[src/design/pciw_pkg.sv]
// Shared constants and types for the card I/O width translator
package pciw_pkg;

   // Register offsets on the plain register port, and the width register reset value
   localparam logic [7:0] REG_WIDTH_OFS = 8'h0A;
   localparam logic [7:0] REG_STAT_OFS = 8'h10;
   localparam logic [7:0] REG_WIDTH_RST = 8'h00;

   // Data width register fields
   localparam int SEL_A_HI_BIT = 7;
   localparam int SEL_A_LO_BIT = 6;
   localparam int SEL_B_HI_BIT = 5;
   localparam int SEL_B_LO_BIT = 4;
   localparam int B_ACCEPT_BIT = 3;
   localparam int A_ACCEPT_BIT = 2;

   // Status register fields
   localparam int STAT_BUSY_BIT = 0;
   localparam int STAT_SOCK_BIT = 1;
   localparam int STAT_SPLIT_BIT = 2;
   localparam int STAT_ERR_BIT = 3;
   localparam int STAT_WIDE_A_BIT = 4;
   localparam int STAT_WIDE_B_BIT = 5;

   // Only legal selector: upper bit 1, lower bit 0
   localparam logic [1:0] SEL_VALID = 2'h2;

   // Card cycle timing
   localparam int CLK_NS = 20;
   localparam int STROBE_NS = 200;
   localparam int GAP_NS = 40;
   localparam int STROBE_CYC = (STROBE_NS + CLK_NS - 1) / CLK_NS;
   localparam int GAP_CYC = (GAP_NS + CLK_NS - 1) / CLK_NS;
   localparam int CNT_W = 4;

   localparam logic [15:0] DATA_ZERO = 16'h0000;
   localparam logic [7:0] BYTE_ZERO = 8'h00;

   typedef enum logic [1:0] {
      PCIW_IDLE,
      PCIW_CYC,
      PCIW_GAP
   } pciw_state_t;

   typedef enum logic [1:0] {
      PCIW_M_BYTE_LO,
      PCIW_M_BYTE_HI,
      PCIW_M_WORD,
      PCIW_M_SPLIT
   } pciw_mode_t;

   // System access request
   typedef struct packed {
      logic req;
      logic sock;
      logic wide;
      logic write;
      logic sys_addr_bit_zero;
      logic sys_byte_high_enable_b;
      logic [15:0] wdata;
   } pciw_acc_t;

   // Card-side drive, all strobes active low
   typedef struct packed {
      logic sock_a_low_byte_enable_b;
      logic sock_a_high_byte_enable_b;
      logic sock_b_low_byte_enable_b;
      logic sock_b_high_byte_enable_b;
      logic iord_b;
      logic iowr_b;
      logic addr_bit_zero;
      logic [15:0] wdata;
   } pciw_card_t;

   localparam pciw_card_t CARD_IDLE = '{1'b1, 1'b1, 1'b1, 1'b1, 1'b1, 1'b1, 1'b0, 16'h0000};

endpackage : pciw_pkg

[src/design/pciw_top.sv]
// Card I/O width translator: system I/O accesses to card byte/word cycles
// Notes on behaviour
// - A, 8-bit, wide-io low: even uses low enable, odd high enable.
// - A, 8-bit, wide-io high: low enable only, any address.
// - A, 16-bit, wide-io low: one word cycle, both enables.
// - Word card cycle only when address bit zero and byte-high enable both 0.
// - A, 16-bit, wide-io high: two byte cycles on low enable.
// - B, 8-bit, wide-io low: even uses low enable, odd high enable.
// - B, 8-bit, wide-io high: low enable only, any address.
// - B, 16-bit, wide-io low: one word cycle, both enables.
// - B, 16-bit, wide-io high: two byte cycles on low enable.
// - Socket A accept bit 0: split every 16-bit access.
// - Socket B accept bit 0: split every 16-bit access.
//
// Design decisions made here: strobed register access and the register addresses.
`timescale 1ns/1ps

module pciw_top #(
   parameter int STROBE_CYCLES = pciw_pkg::STROBE_CYC,
   parameter int GAP_CYCLES = pciw_pkg::GAP_CYC
) (
   input wire logic i_clk,
   input wire logic i_rst_b,
   // Register port
   input wire logic [7:0] i_reg_addr,
   input wire logic [7:0] i_reg_wdata,
   input wire logic i_reg_wr,
   input wire logic i_reg_rd,
   output logic [7:0] o_reg_rdata,
   // System access port
   input wire pciw_pkg::pciw_acc_t i_acc,
   output logic o_acc_ready,
   output logic o_acc_done,
   output logic o_acc_err,
   output logic [15:0] o_acc_rdata,
   // Card side
   input wire logic i_sock_a_card_wide_io,
   input wire logic i_sock_b_card_wide_io,
   input wire logic [15:0] i_card_rdata,
   output pciw_pkg::pciw_card_t o_card
);

   typedef struct packed {
      // Access engine; mode, sock, write and wdata are frozen at the take
      pciw_pkg::pciw_state_t st;
      pciw_pkg::pciw_mode_t mode;
      logic [pciw_pkg::CNT_W-1:0] cnt;
      logic sock;
      logic write;
      logic phase;
      logic [15:0] wdata;
      logic [15:0] rdata;
      // Register side
      logic [7:0] width;
      logic err;
      logic done;
      logic acc_err;
      logic [7:0] reg_rdata;
      // Card drive, registered so strobes never glitch
      pciw_pkg::pciw_card_t card;
   } pciw_regs_t;

   // Counters load N-1 and stop at zero, so a count of N spans N cycles
   localparam logic [pciw_pkg::CNT_W-1:0] STROBE_LAST = pciw_pkg::CNT_W'(STROBE_CYCLES - 1);
   localparam logic [pciw_pkg::CNT_W-1:0] GAP_LAST = pciw_pkg::CNT_W'(GAP_CYCLES - 1);
   localparam logic [pciw_pkg::CNT_W-1:0] CNT_ZERO = '0;
   localparam logic [pciw_pkg::CNT_W-1:0] CNT_ONE = pciw_pkg::CNT_W'(1);

   localparam pciw_regs_t REGS_RST = '{
      st: pciw_pkg::PCIW_IDLE,
      mode: pciw_pkg::PCIW_M_BYTE_LO,
      cnt: '0,
      sock: 1'b0,
      write: 1'b0,
      phase: 1'b0,
      wdata: pciw_pkg::DATA_ZERO,
      rdata: pciw_pkg::DATA_ZERO,
      width: pciw_pkg::REG_WIDTH_RST,
      err: 1'b0,
      done: 1'b0,
      acc_err: 1'b0,
      reg_rdata: pciw_pkg::BYTE_ZERO,
      card: pciw_pkg::CARD_IDLE
   };

   logic [1:0] rst_sync_q;
   logic rst_b;
   pciw_regs_t q;
   pciw_regs_t d;

   // Reset released through two flops
   // Assert is immediate; release is clocked to avoid a half-reset state
   always_ff @(posedge i_clk or negedge i_rst_b) begin
      if (!i_rst_b) begin
         rst_sync_q <= 2'h0;
      end else begin
         rst_sync_q <= {rst_sync_q[0], 1'b1};
      end
   end
   assign rst_b = rst_sync_q[1];

   // Builds the card drive for one cycle of the current access
   function automatic pciw_pkg::pciw_card_t drive(input logic sock, input pciw_pkg::pciw_mode_t mode,
                                                  input logic phase, input logic write, input logic addr0,
                                                  input logic [15:0] wdata);
      pciw_pkg::pciw_card_t c;
      logic lo;
      logic hi;
      c = pciw_pkg::CARD_IDLE;
      lo = 1'b0;
      hi = 1'b0;
      c.iord_b = write;
      c.iowr_b = !write;
      unique case (mode)
         pciw_pkg::PCIW_M_BYTE_LO: begin
            lo = 1'b1;
            c.addr_bit_zero = addr0;
            c.wdata = {pciw_pkg::BYTE_ZERO, wdata[7:0]};
         end

         pciw_pkg::PCIW_M_BYTE_HI: begin
            // Odd byte travels on the high lane
            hi = 1'b1;
            c.addr_bit_zero = addr0;
            c.wdata = {wdata[7:0], pciw_pkg::BYTE_ZERO};
         end

         pciw_pkg::PCIW_M_WORD: begin
            lo = 1'b1;
            hi = 1'b1;
            c.addr_bit_zero = 1'b0;
            c.wdata = wdata;
         end

         pciw_pkg::PCIW_M_SPLIT: begin
            // Low byte at even address first, high byte at odd address second
            lo = 1'b1;
            c.addr_bit_zero = phase;
            c.wdata = {pciw_pkg::BYTE_ZERO, phase ? wdata[15:8] : wdata[7:0]};
         end
      endcase
      c.sock_a_low_byte_enable_b = !(lo && !sock);
      c.sock_a_high_byte_enable_b = !(hi && !sock);
      c.sock_b_low_byte_enable_b = !(lo && sock);
      c.sock_b_high_byte_enable_b = !(hi && sock);
      return c;
   endfunction : drive

   always_comb begin
      logic [1:0] sel;
      logic accept;
      logic wide_io;
      logic even;
      pciw_pkg::pciw_mode_t mode;
      sel = 2'h0;
      accept = 1'b0;
      wide_io = 1'b0;
      even = 1'b0;
      mode = pciw_pkg::PCIW_M_BYTE_LO;
      // Pulses and register read data default low; everything else holds
      d = q;
      d.done = 1'b0;
      d.acc_err = 1'b0;
      d.reg_rdata = pciw_pkg::BYTE_ZERO;

      // Read data registered and zero outside a read
      if (i_reg_rd) begin
         if (i_reg_addr == pciw_pkg::REG_WIDTH_OFS) begin
            d.reg_rdata = q.width;
         end else if (i_reg_addr == pciw_pkg::REG_STAT_OFS) begin
            d.reg_rdata[pciw_pkg::STAT_BUSY_BIT] = (q.st != pciw_pkg::PCIW_IDLE);
            d.reg_rdata[pciw_pkg::STAT_SOCK_BIT] = q.sock;
            d.reg_rdata[pciw_pkg::STAT_SPLIT_BIT] = (q.mode == pciw_pkg::PCIW_M_SPLIT);
            d.reg_rdata[pciw_pkg::STAT_ERR_BIT] = q.err;
            d.reg_rdata[pciw_pkg::STAT_WIDE_A_BIT] = i_sock_a_card_wide_io;
            d.reg_rdata[pciw_pkg::STAT_WIDE_B_BIT] = i_sock_b_card_wide_io;
         end
      end
      // A width write applies from the next request; one in flight keeps its decision
      if (i_reg_wr) begin
         if (i_reg_addr == pciw_pkg::REG_WIDTH_OFS) begin
            d.width = i_reg_wdata;
         end else if (i_reg_addr == pciw_pkg::REG_STAT_OFS && i_reg_wdata[pciw_pkg::STAT_ERR_BIT]) begin
            d.err = 1'b0;
         end
      end

      // Access engine
      unique case (q.st)
         pciw_pkg::PCIW_IDLE: begin
            if (i_acc.req) begin
               // Card line read only here; later swings cannot change the access
               if (i_acc.sock) begin
                  sel = {q.width[pciw_pkg::SEL_B_HI_BIT], q.width[pciw_pkg::SEL_B_LO_BIT]};
                  accept = q.width[pciw_pkg::B_ACCEPT_BIT];
                  wide_io = i_sock_b_card_wide_io;
               end else begin
                  sel = {q.width[pciw_pkg::SEL_A_HI_BIT], q.width[pciw_pkg::SEL_A_LO_BIT]};
                  accept = q.width[pciw_pkg::A_ACCEPT_BIT];
                  wide_io = i_sock_a_card_wide_io;
               end
               even = !i_acc.sys_addr_bit_zero && !i_acc.sys_byte_high_enable_b;

               if (!i_acc.wide) begin
                  if (wide_io || !i_acc.sys_addr_bit_zero) begin
                     mode = pciw_pkg::PCIW_M_BYTE_LO;
                  end else begin
                     mode = pciw_pkg::PCIW_M_BYTE_HI;
                  end
               end else if (!wide_io && accept && even) begin
                  mode = pciw_pkg::PCIW_M_WORD;
               end else begin
                  mode = pciw_pkg::PCIW_M_SPLIT;
               end
               if (sel != pciw_pkg::SEL_VALID) begin
                  // Bad selector: refuse with no card cycle; set beats a same-cycle clear
                  d.err = 1'b1;
                  d.done = 1'b1;
                  d.acc_err = 1'b1;
               end else begin
                  // Decision frozen here for the whole access
                  d.mode = mode;
                  d.sock = i_acc.sock;
                  d.write = i_acc.write;
                  d.wdata = i_acc.wdata;
                  d.phase = 1'b0;
                  d.rdata = pciw_pkg::DATA_ZERO;
                  d.cnt = STROBE_LAST;
                  d.card = drive(i_acc.sock, mode, 1'b0, i_acc.write, i_acc.sys_addr_bit_zero, i_acc.wdata);
                  d.st = pciw_pkg::PCIW_CYC;
               end
            end
         end

         pciw_pkg::PCIW_CYC: begin
            if (q.cnt != CNT_ZERO) begin
               d.cnt = q.cnt - CNT_ONE;
            end else begin
               // Card data taken in the last strobe cycle, while it still stands
               unique case (q.mode)
                  pciw_pkg::PCIW_M_BYTE_LO: begin
                     d.rdata[7:0] = i_card_rdata[7:0];
                  end
                  pciw_pkg::PCIW_M_BYTE_HI: begin
                     // Odd byte returns on the high lane, handed back in the low byte
                     d.rdata[7:0] = i_card_rdata[15:8];
                  end
                  pciw_pkg::PCIW_M_WORD: begin
                     d.rdata = i_card_rdata;
                  end
                  pciw_pkg::PCIW_M_SPLIT: begin
                     if (q.phase) begin
                        d.rdata[15:8] = i_card_rdata[7:0];
                     end else begin
                        d.rdata[7:0] = i_card_rdata[7:0];
                     end
                  end
               endcase
               d.card = pciw_pkg::CARD_IDLE;
               if (q.mode == pciw_pkg::PCIW_M_SPLIT && !q.phase) begin
                  d.cnt = GAP_LAST;
                  d.st = pciw_pkg::PCIW_GAP;
               end else begin
                  d.done = 1'b1;
                  d.st = pciw_pkg::PCIW_IDLE;
               end
            end
         end

         pciw_pkg::PCIW_GAP: begin
            if (q.cnt != CNT_ZERO) begin
               d.cnt = q.cnt - CNT_ONE;
            end else begin
               // Second byte always at the odd address, still on the low enable
               d.phase = 1'b1;
               d.cnt = STROBE_LAST;
               d.card = drive(q.sock, q.mode, 1'b1, q.write, 1'b1, q.wdata);
               d.st = pciw_pkg::PCIW_CYC;
            end
         end

         default: begin
            d.card = pciw_pkg::CARD_IDLE;
            d.st = pciw_pkg::PCIW_IDLE;
         end
      endcase
   end

   always_ff @(posedge i_clk or negedge rst_b) begin
      if (!rst_b) begin
         q <= REGS_RST;
      end else begin
         q <= d;
      end
   end

   assign o_reg_rdata = q.reg_rdata;
   // Ready straight from state, so a new request may be taken with done
   assign o_acc_ready = (q.st == pciw_pkg::PCIW_IDLE);
   assign o_acc_done = q.done;
   assign o_acc_err = q.acc_err;
   assign o_acc_rdata = q.rdata;
   assign o_card = q.card;

endmodule : pciw_top

[config.mk]
export PLATFORM = sky130hd
export DESIGN_NAME = pciw_top
export DESIGN_NICKNAME = d
export VERILOG_FILES = /design/src/design/pciw_pkg.sv /design/src/design/pciw_top.sv
export SDC_FILE = /design/constraint.sdc
export NUM_CORES = 1
export LEC_CHECK = 0
export BUFFER_PORTS_ARGS = -buffer_cell sky130_fd_sc_hd__buf_4
export CAP_MARGIN = 20
export CORE_ASPECT_RATIO = 1.2
export CORE_UTILIZATION = 40
export DETAILED_ROUTE_END_ITERATION = 10
export SLEW_MARGIN = 20
export SYNTH_ARGS = -nofsm -noshare
export SYNTH_HDL_FRONTEND = slang
export SYNTH_SLANG_ARGS = --single-unit
[constraint.sdc]
create_clock -name i_clk -period 3.1 [get_ports i_clk]
set_input_delay 0.775 -clock i_clk [delete_from_list [all_inputs] [get_ports i_clk]]
set_output_delay 0.775 -clock i_clk [all_outputs]
set_load 0.01 [all_outputs]
# Word-level counts from Yosys, hierarchy flattened
# Index checks and enable logic that the tools add are counted.
totals:
  regBits: 87
  elab_cells: 161
  in_bits: 60
  out_inout_bits: 50
op_classes:
  muxes: 67
  bitwise: 1
  n_addsub: 1
  eq_ne: 19
  n_reduce_logical: 50
ops:
  columns: ["op", "n"]
  rows:
  - ["17-bit one-hot mux with 4 select lines", 2]
  - ["23-bit 2-to-1 mux", 4]
  - ["43-bit 2-to-1 mux", 2]
  - ["23-bit one-hot mux with 3 select lines", 1]
  - ["16-bit one-hot mux with 2 select lines", 1]
  - ["1-bit 2-to-1 mux", 30]
  - ["8-bit 2-to-1 mux", 3]
  - ["8-bit one-hot mux with 3 select lines", 1]
  - ["2-bit 2-to-1 mux", 10]
  - ["1-bit logical NOT", 16]
  - ["16-bit 2-to-1 mux", 1]
  - ["8-bit one-hot mux with 2 select lines", 1]
  - ["1-bit logical AND", 13]
  - ["4-bit 2-to-1 mux", 3]
  - ["6-bit 2-to-1 mux", 2]
  - ["3-bit != test, second input constant", 4]
  - ["4-bit one-hot mux with 3 select lines", 1]
  - ["4-bit AND reduction", 3]
  - ["2-bit == test, second input constant", 5]
  - ["2-bit != test, second input constant", 5]
  - ["8-bit by 4-bit == test with 1-bit output, second input constant", 1]
  - ["8-bit by 5-bit == test with 1-bit output, second input constant", 1]
  - ["2-bit by 1-bit == test with 1-bit output, second input constant", 3]
  - ["2-bit logical NOT", 3]
  - ["15 further kinds", 22]

# Logic depth before layout (Yosys ltp)
# Gate-level depths: netlist of the first run.
depth:
  ltp_word: 21
  ltp_mapped: 8
  mapped_depth_nobuf: 6

# Worst setup path after synthesis of the first run
# OpenSTA, ideal clock, no wires.
synth_timing:
  kind: "input port to flip-flop"
  from: "input i_reg_addr[2]"
  to: "register q[33] (netlist bit)"
  setup_time_ns: 0.118
  path_stages: 4
  required_ns: 2.982
  setup_slack_ns: 1.016
  n_path_buf: 0
  arrival_ns: 1.965
  cell_sequence: "or4_4 nor4_4 nand3_2 a21o_1"
synth_lines:
  columns: ["item", "line_no", "rtl"]
  rows:
  - ["start: declaration", "pciw_top.sv:25", "input wire logic [7:0] i_reg_addr,"]
  - ["end signal: assignment", "pciw_top.sv:291", "q <= REGS_RST;"]
  - ["end signal: assignment", "pciw_top.sv:293", "q <= d;"]
  - ["end: declaration", "pciw_top.sv:88", "pciw_regs_t q;"]

# Worst setup path in the final report of the first run
layout_timing:
  from: "register q[84] (netlist bit)"
  to: "output o_acc_ready"
layout_between:
  elab_chain_len: 1
layout_lines:
  columns: ["item", "line_no", "rtl"]
  rows:
  - ["2-bit logical NOT", "pciw_top.sv:299", "assign o_acc_ready = (q.st == pciw_pkg::PCIW_IDLE);"]
  - ["end: declaration", "pciw_top.sv:32", "output logic o_acc_ready,"]
# Every way passes these cells.

==> results of run 1 <==
logic make-up after synthesis:
family                   after synthesis  share of synthesized area, %
AO/OA/AOI/OAI                        111                          16.3
adder cells (fa/ha/maj)               10                          2.49
buffers and inverters                 82                          10.2
flip-flops                            87                          43.5
multiplexers                          64                          13.9
other                                  1                        0.0747
AND/OR/NAND/NOR                      109                          13.6
cell type report:
class                           instances  share of cell area, %
Timing Repair Buffer                  116                   15.0
Clock inverter                          3                  0.296
Inverter                               11                  0.697
Clock buffer                           13                   4.39
Sequential cell                        87                   36.9
Multi-Input combinational cell        295                   39.3
Tap cell                              161                   3.40
registers in the layout (all words and copies together) (netlist names):
| register | cells |
|---|---|
| q | 36 |
| o_card | 23 |
| o_acc_rdata | 16 |
| o_reg_rdata | 8 |
| rst_sync_q | 2 |
| o_acc_done | 1 |
| o_acc_err | 1 |
power by group:
| group | internal, mW | switching, mW |
|---|---|---|
| registers | 1.40 | 0.184 |
| clock network | 0.584 | 0.420 |
| logic | 0.588 | 0.525 |
| total | 2.57 | 1.13 |
how the worst max path moves through the flow:
stage,depth (start not counted),slack [ns],start,to
floorplan,0,0.51,rst_sync_q[1],o_acc_done
global placement,4,0.77,i_acc[20],q[63]
detailed placement,6,0.73,i_acc[20],o_card[9]
CTS,4,0.81,q[84],o_acc_ready
global route,4,0.73,q[84],o_acc_ready
finish,4,0.82,q[84],o_acc_ready
cell usage after synthesis, types with 2 or more instances:
cell	count	share of area [%]
sky130_fd_sc_hd__a22oi_1	15	2.2
sky130_fd_sc_hd__o22a_1	2	0.35
sky130_fd_sc_hd__or2_2	2	0.25
sky130_fd_sc_hd__buf_2	6	0.60
sky130_fd_sc_hd__nor3b_1	10	1.5
sky130_fd_sc_hd__a22o_1	17	3.0
sky130_fd_sc_hd__a21oi_1	21	2.1
sky130_fd_sc_hd__o21ai_1	3	0.30
sky130_fd_sc_hd__o21bai_1	2	0.30
sky130_fd_sc_hd__o21ai_0	7	0.70
sky130_fd_sc_hd__nor3b_2	2	0.50
sky130_fd_sc_hd__o211a_1	7	1.4
sky130_fd_sc_hd__nand2_1	13	0.97
sky130_fd_sc_hd__dfstp_2	6	3.1
sky130_fd_sc_hd__nand2b_1	4	0.50
sky130_fd_sc_hd__ha_1	10	2.5
sky130_fd_sc_hd__nand3_1	2	0.20
sky130_fd_sc_hd__buf_4	52	7.8
sky130_fd_sc_hd__mux2i_1	20	4.0
sky130_fd_sc_hd__o211ai_1	9	1.3
sky130_fd_sc_hd__a31oi_1	12	1.5
sky130_fd_sc_hd__dfrtp_1	81	40
sky130_fd_sc_hd__mux2_2	44	9.9
sky130_fd_sc_hd__and3b_1	2	0.35
sky130_fd_sc_hd__nor2_1	31	2.3
sky130_fd_sc_hd__inv_1	11	0.82
sky130_fd_sc_hd__o211ai_2	2	0.50
sky130_fd_sc_hd__clkbuf_1	10	0.75
sky130_fd_sc_hd__a21o_1	2	0.30
sky130_fd_sc_hd__and3_1	2	0.25
sky130_fd_sc_hd__buf_1	3	0.22
sky130_fd_sc_hd__nor2b_1	24	3.0
sky130_fd_sc_hd__nor3_1	4	0.40
stage by stage:
step / setup slack [ns] / instance area [um2]
global placement: 0.770 / 5620
global route: 0.728 / 5930
floorplan: 0.508 / 5020
CTS: 0.812 / 5900
detailed placement: 0.735 / 5620
finish: 0.815 / 5930
layout by cell type (no fill, tap or decap), types with 12 or more instances in the layout:
master and instances:
sky130_fd_sc_hd__a21oi_1 21, sky130_fd_sc_hd__a22o_1 17, sky130_fd_sc_hd__a22oi_1 15, sky130_fd_sc_hd__a31oi_1 12, sky130_fd_sc_hd__buf_4 115, sky130_fd_sc_hd__dfrtp_1 80
sky130_fd_sc_hd__mux2_2 44, sky130_fd_sc_hd__mux2i_1 20, sky130_fd_sc_hd__nand2_1 13, sky130_fd_sc_hd__nor2_1 31, sky130_fd_sc_hd__nor2b_1 24
routing by layer:
metal	global-route usage [%]	wire, um	up-vias	part of all wire [%]
met2	29.4	5580	98	48
met4	7.39	65	0	0.56
met1	24.8	5370	1789	46
li1	-	-	1746	-
met5	0	0	-	0
met3	3.87	534	2	4.6
==> flow_results.org, run 1 <==
** Run
- The tool flagged a number of max-cap violations equal to 0.

** Clocking
- Clock network latency to the later pin of the worst-skew pair :: 0.34 ns
- After clock tree synthesis, the clock-pin slew on the worst setup and hold paths is 0.06 ns.
- TritonCTS built the clock tree.
- Clock tree synthesis found a total of 87 sinks.
- TritonCTS created 9 clock buffers.
- Number of buffers between clock root and the deepest sink :: 2
- Setup Fix Bufs, Post-CTS :: 0
- Count of hold-fix buffers inserted at cts :: 0
- # resized after CTS :: 0
- The H-tree generated during clock tree synthesis spans 3 levels.
- Clock Root Buffer :: sky130_fd_sc_hd__clkbuf_16

** Floorplan
- Die height :: 125 um
- Number of placement rows :: 44
- Starting Density :: 41.3%
- Die outline area :: 0.0130 mm2
- Floorplan core area :: 0.0122 mm2
- Number of I/O pins :: 110
- Measured along the x axis, the die boundary spans 104 um.

** Worst setup path
- Depth of the worst register-to-register path :: 7
- The number of buffers and inverters on the critical path is 3.
- On the critical path, the stage with the largest delay is an instance of sky130_fd_sc_hd__dfrtp_1.
- The worst register-to-register path begins at q[77].
- R2R Path End :: o_card[10]
- Worst setup EP type :: primary output
- Type of the worst setup path :: reg -> out
- Maximum fanout encountered on the critical timing path :: 22
- For this run, the slowest stage of the critical path takes 0.42 ns.
- Critical path required time :: 2.32 ns
- The critical path goes through inv_1 > ha_1 > buf_4 > buf_4.
- In this run the register-to-register setup slack is 0.90 ns.
- STA classifies the critical path startpoint as a register.
- The most numerous cell type found on the critical path is sky130_fd_sc_hd__buf_4.
- WP data arrival :: 1.51 ns
- Category of cells accounting for the largest share of critical-path delay :: buffers and inverters

** Placement
- Input and output buffers added on the ports amount to 109.
- Once detailed placement completed, the half-perimeter wirelength came to 8660 um.
- Placed cells :: 669
- The congestion estimate from routability-driven global placement came to 0.808.

** Power and ir drop
- Overall Power :: 3.70 mW
- Power Density :: 625 mW/mm2
- Largest vdd supply drop :: 0.252 mV
- For this design the static power due to leakage is 2.82 nW.

** Logic synthesis
- After synthesis, the share of flip-flops with an asynchronous set or reset is 100%.
- After synthesis, flip-flops and latches occupy 43.5% of the total area.
- For this run, the number of Yosys warnings is 0.
- In this run, synthesis inferred 0 flip-flops with an integrated enable.
- Total of flip-flops plus latches after synthesis :: 87
- Main flop type after synthesis :: sky130_fd_sc_hd__dfrtp_1
- Net count after synthesis :: 534
- In this run the mean area of a mapped cell was 10.8 um2.
- The cell count after synthesis came out at 464.
- Count of cell types in the netlist :: 59
- The mapped netlist covers 0.00502 mm2.

** Global routing
- The first global-routing pass estimated 18900 um of wire.
- Global routing consumed, over all layers together, 18.6% of the routing resources.
- Total grt overflow :: 0
- The number of global-route vias before repair came to 3575.
- Pin count of the biggest net entering global routing :: 86
- The number of antenna violations at the first check in global routing is 0.

** Timing
- Final Hold Fails :: 0
- Count of endpoints failing setup in the final report :: 0
- On the final layout, the worst hold slack is 0.200 ns.
- After layout, the worst path uses 73.7% of the clock period.
- Setup repair after global routing missed its margin :: no
- Derived from the worst setup path, the maximum achievable clock frequency is 438 MHz.
- The max-slew violation total from the final report came to 0.
- Max-slew headroom :: 56.1%
- Post-Route Skew :: 0.00750 ns
- Setup total negative slack on the finished layout was measured at 0 ns.
- Crit path time final :: 2.28 ns
- Transition at the pin with the smallest max-transition slack :: 0.656 ns

** Drt
- For this block, the via count after detailed routing is 3635.
- Via/cell ratio :: 5.30
- Number of remaining DRC errors :: 0
- Routed Antenna Nets :: 0
- Wirelength per Cell :: 16.8 um
- For this block, the routed nets add up to 11500 um of wire.
- Drt first-iter violations :: 290
- The first detailed-routing pass took 4 iterations.

** Layout
- Final net count :: 590
- Area taken by flip-flops and latches :: 0.00219 mm2
- Fraction of layout instances using a drive strength above 1 :: 37.7%
- Area added between synthesis and finish :: 18.0%
- Cells fill 48.7% of the core in the end.
- Number of antenna repair diodes :: 0
- Area of the multi-input gates :: 0.00233 mm2
- The count of cells in the finished layout, fillers not included, comes to 686.
- The layout has 1134 filler cells.

** Min path
- Classification of the worst-slack hold path :: in -> async

** Status
- The run finished with clean final reports.
(Power assumes the default switching activity.)
==> inputs of run 2 (changes only) <==
--- a/config.mk
+++ b/config.mk
@@ -5,6 +5,7 @@
 export SDC_FILE = /design/constraint.sdc
 export NUM_CORES = 1
 export LEC_CHECK = 0
+export ABC_AREA = 1
 export BUFFER_PORTS_ARGS = -buffer_cell sky130_fd_sc_hd__buf_4
 export CAP_MARGIN = 20
 export CORE_ASPECT_RATIO = 1.2
==> constraint.sdc (replaced) <==
create_clock -name i_clk -period 2.1 [get_ports i_clk]
set_input_delay 0.525 -clock i_clk [delete_from_list [all_inputs] [get_ports i_clk]]
set_output_delay 0.525 -clock i_clk [all_outputs]
set_load 0.01 [all_outputs]
==> run 2 against run 1 <==
Register-to-register slack got worse by 0.71 ns. Count of clock-buffer cells in the layout decreased by 1. Design area rose by 4.9%. Sequential share of layout area down 1.7 points. Via count grew 26%. Global-route usage is 1.5 points higher. Setup slack got worse by 0.67 ns.
==> flow_results.org, run 2 <==
** Worst setup path
- Critical-path cell list :: inv_1 > ha_1 > buf_4 > buf_4
- At the worst endpoint, the required time is 1.57 ns.
- Worst setup EP type :: primary output
- The slowest stage of the critical path belongs to the cell sky130_fd_sc_hd__dfrtp_1.
- The worst register-to-register path has a depth of 9.
- In this run the number of cells on the critical path is 4.
- Stage delay of the slowest cell on the critical path :: 0.41 ns
- In this design, the largest share of critical-path delay is due to buffers and inverters.
- Launching element type of the critical path :: register
- WP data arrival :: 1.43 ns
- Maximum fanout encountered on the critical timing path :: 9
- Number of buffers and inverters on the critical path :: 3
- By startpoint and endpoint, the worst setup path is classified as reg -> out.
- The most numerous cell type found on the critical path is sky130_fd_sc_hd__buf_4.

** Clocking
- The clock passes through at most 2 buffers.
- Setup Fix Bufs, Post-CTS :: 0
- Clock-pin slew was measured on the worst setup and hold paths at 0.07 ns.
- Buffers inserted during clock tree synthesis total 9.
- Clock Root Buffer :: sky130_fd_sc_hd__clkbuf_16
- H-Tree Level Count :: 3
- TritonCTS built the clock tree.
- Clock tree synthesis found a total of 87 sinks.
- The later pin in the worst-skew pair is clocked with a latency of 0.35 ns.

** Logic synthesis
- The synthesized design contains 0 enable-type register cells.
- Among all cell types in the netlist, the one instantiated most often is sky130_fd_sc_hd__nand2_1.
- The mapped netlist covers 0.00525 mm2.
- The top cell type by area accounts for 38.6% of the synthesized area.
- Main flop type after synthesis :: sky130_fd_sc_hd__dfrtp_1
- Synth Instances :: 687
- After synthesis the netlist holds a flip-flop and latch count of 87.
- Synthesis instantiated 37 different standard cells from the library.
- For this run, the number of Yosys warnings is 0.
- Counting flops with an async set or reset pin after synthesis yields a share of 100%.
- Synthesized area divided by synthesized cell count :: 7.65 um2
- When the netlist entered floorplanning its net count stood at 757.
- Most used standard cells in the synthesized netlist :: 182 x sky130_fd_sc_hd__nand2_1, 81 x sky130_fd_sc_hd__dfrtp_1, 76 x sky130_fd_sc_hd__inv_1, 58 x sky130_fd_sc_hd__o21ai_0, 54 x sky130_fd_sc_hd__nor2_1
- Dominant cells by area after synthesis :: sky130_fd_sc_hd__dfrtp_1 39%, sky130_fd_sc_hd__nand2_1 13%, sky130_fd_sc_hd__buf_4 7.1%
- Cell type contributing the most total cell area after synthesis :: sky130_fd_sc_hd__dfrtp_1
- Sequential element share of the synthesized area :: 41.6%

** Drt
- DR pass1 iterations :: 5
- Routed wl met3 :: 596 um
- Met2 wire length :: 6780 um
- Routed Antenna Nets :: 0
- Wirelength per Cell :: 14.4 um
- Post-Route M1 WL :: 5500 um
- The routed layout has 4563 vias.
- Via/cell ratio :: 4.96
- The final layout contains routed wiring with a total length of 13300 um.
- Drt first-iter violations :: 220
- Number of remaining DRC errors :: 0
- In this run the top signal layer used is met4.

** Timing
- Setup violations remaining at the end of the flow were counted as 0.
- The final count of hold timing violations was 0.
- Setup repair after global routing left no endpoint under its margin.
- Summed over all failing endpoints, the final setup total negative slack is 0 ns.
- At the pin with the least slew margin, the transition time is 0.611 ns.
- Timing-limited maximum frequency :: 512 MHz
- Number of pins exceeding their max-slew limit in the final report :: 0
- Period utilisation layout :: 93.0%
- Measured against its own limit, the worst slew margin works out to 59.0%.
- The clock arrives with 0.00967 ns of skew.
- Crit path time final :: 1.95 ns
- Tightest hold margin :: 0.263 ns

** Floorplan
- Die height :: 128 um
- Number of I/O pins :: 110
- Die outline area :: 0.0136 mm2
- The die is 107 um wide.
- The floorplan has 45 rows.
- Once the floorplan was initialized, standard cells occupied 41.3% of the core.
- Floorplan core area :: 0.0127 mm2

** Power and ir drop
- In this run the static leakage power is 3.31 nW.
- Overall Power :: 3.74 mW
- Largest vdd supply drop :: 0.314 mV
- Power Density :: 601 mW/mm2

** Layout
- Ranked by flip-flop count, first place goes to q.
- In the final design database the tool counted 821 nets.
- The register with the most flip-flops in the layout has 36 of them.
- Area added between synthesis and finish :: 18.3%
- Fraction of layout instances using a drive strength above 1 :: 25.1%
- Count of fill cells added during filler insertion :: 1287
- Number of antenna repair diodes :: 0
- Most frequent standard cell in the layout excluding fill and tap cells :: sky130_fd_sc_hd__nand2_1
- The top cell types in the final layout, fill and taps aside, are 182 x sky130_fd_sc_hd__nand2_1, 121 x sky130_fd_sc_hd__buf_4, 80 x sky130_fd_sc_hd__dfrtp_1.
- Non-filler instance count after layout :: 920

** Placement
- The HPWL after detailed placement is 10100 um.
- At the end of routability-driven placement, the weighted congestion stood at 0.846.
- Placed cells :: 903
- During placement, the flow inserted port buffers numbering 109.

** Global routing
- Total grt overflow :: 0
- First-pass GRT wire length :: 21200 um
- Antenna violations before repair :: 0
- Via count of the first global-routing pass :: 4415
- Entering global routing, the biggest net connects 58 pins.
- Global routing used 20.1% of the available tracks.

** Status
- Run status :: completed

** Min path
- Classification of the worst-slack hold path :: reg -> async

** Run
- Across the run, the number of max-cap violations was 0.
==> run 2: worst paths after layout <==
check	startpoint	slack, ns	to
worst min-delay path	rst_sync_q[1]	0.26	q[39]
min in group i_clk	rst_sync_q[0]	0.35	rst_sync_q[1]
worst min register to register	rst_sync_q[1]	0.26	q[39]
worst max-delay path	q[83]	0.15	o_acc_ready
worst max register to register	q[77]	0.19	o_card[21]
max in group asynchronous	rst_sync_q[1]	1.13	o_card[17]
==> run 2: what timing repair did <==
item | 4_1_cts | 5_1_grt
endpoints found under the hold margin | 2 | 0
hold buffers | 1 | 0
resized for setup | 0 | 0
==> run 2: kinds of logic after synthesis <==
group | synth area share, %
compound gates | 14.7
fa+ha+maj | 2.38
buf+inv | 15.6
flops | 41.6
simple gates | 25.7
other cells | 0.0714
==> run 2: area by class of cell <==
class | count | area [um2] | share of cell area [%]
Sequential cell | 87 | 2190 | 35.2
Multi-Input combinational cell | 449 | 2250 | 36.2
Timing Repair Buffer | 124 | 958 | 15.4
Clock inverter | 4 | 53.8 | 0.866
Tap cell | 164 | 205 | 3.30
Clock buffer | 12 | 256 | 4.13
Inverter | 80 | 300 | 4.83
==> run 2: report_power, final <==
part	internal, mW	total [mW]	leakage [nW]	switching, mW
registers	1.71	1.75	1.07	0.0345
clock network	0.990	1.66	0.145	0.675
logic	0.142	0.325	2.09	0.183
total	2.84	3.74	3.31	0.892
==> run 2: layer usage <==
layer | GRT usage, % | vias up
met4 | 9.11 | 0
li1 | - | 2264
met3 | 3.32 | 28
met1 | 24.2 | 2135
met5 | 0 | -
met2 | 35.1 | 136
==> run 2: metrics by stage <==
step                setup slack, ns  utilization, %  instance area (um2)
floorplan                     0.451               -                 5250
global placement              0.272            46.3                 5890
detailed placement            0.160            46.3                 5890
CTS                           0.140            48.8                 6210
global route                0.00218            48.8                 6210
finish                        0.147            48.8                 6210
==> run 2: worst reg2reg max path, cell delays in order (launching register included) <==
cell	delay, ns
sky130_fd_sc_hd__dfrtp_1	0.35
sky130_fd_sc_hd__inv_1	0.12
sky130_fd_sc_hd__ha_1	0.26
sky130_fd_sc_hd__nand3_4	0.14
sky130_fd_sc_hd__o21ai_0	0.12
sky130_fd_sc_hd__nand3_2	0.32
sky130_fd_sc_hd__buf_12	0.28
sky130_fd_sc_hd__nand2_1	0.07
sky130_fd_sc_hd__inv_1	0.04
sky130_fd_sc_hd__a21oi_1	0.13
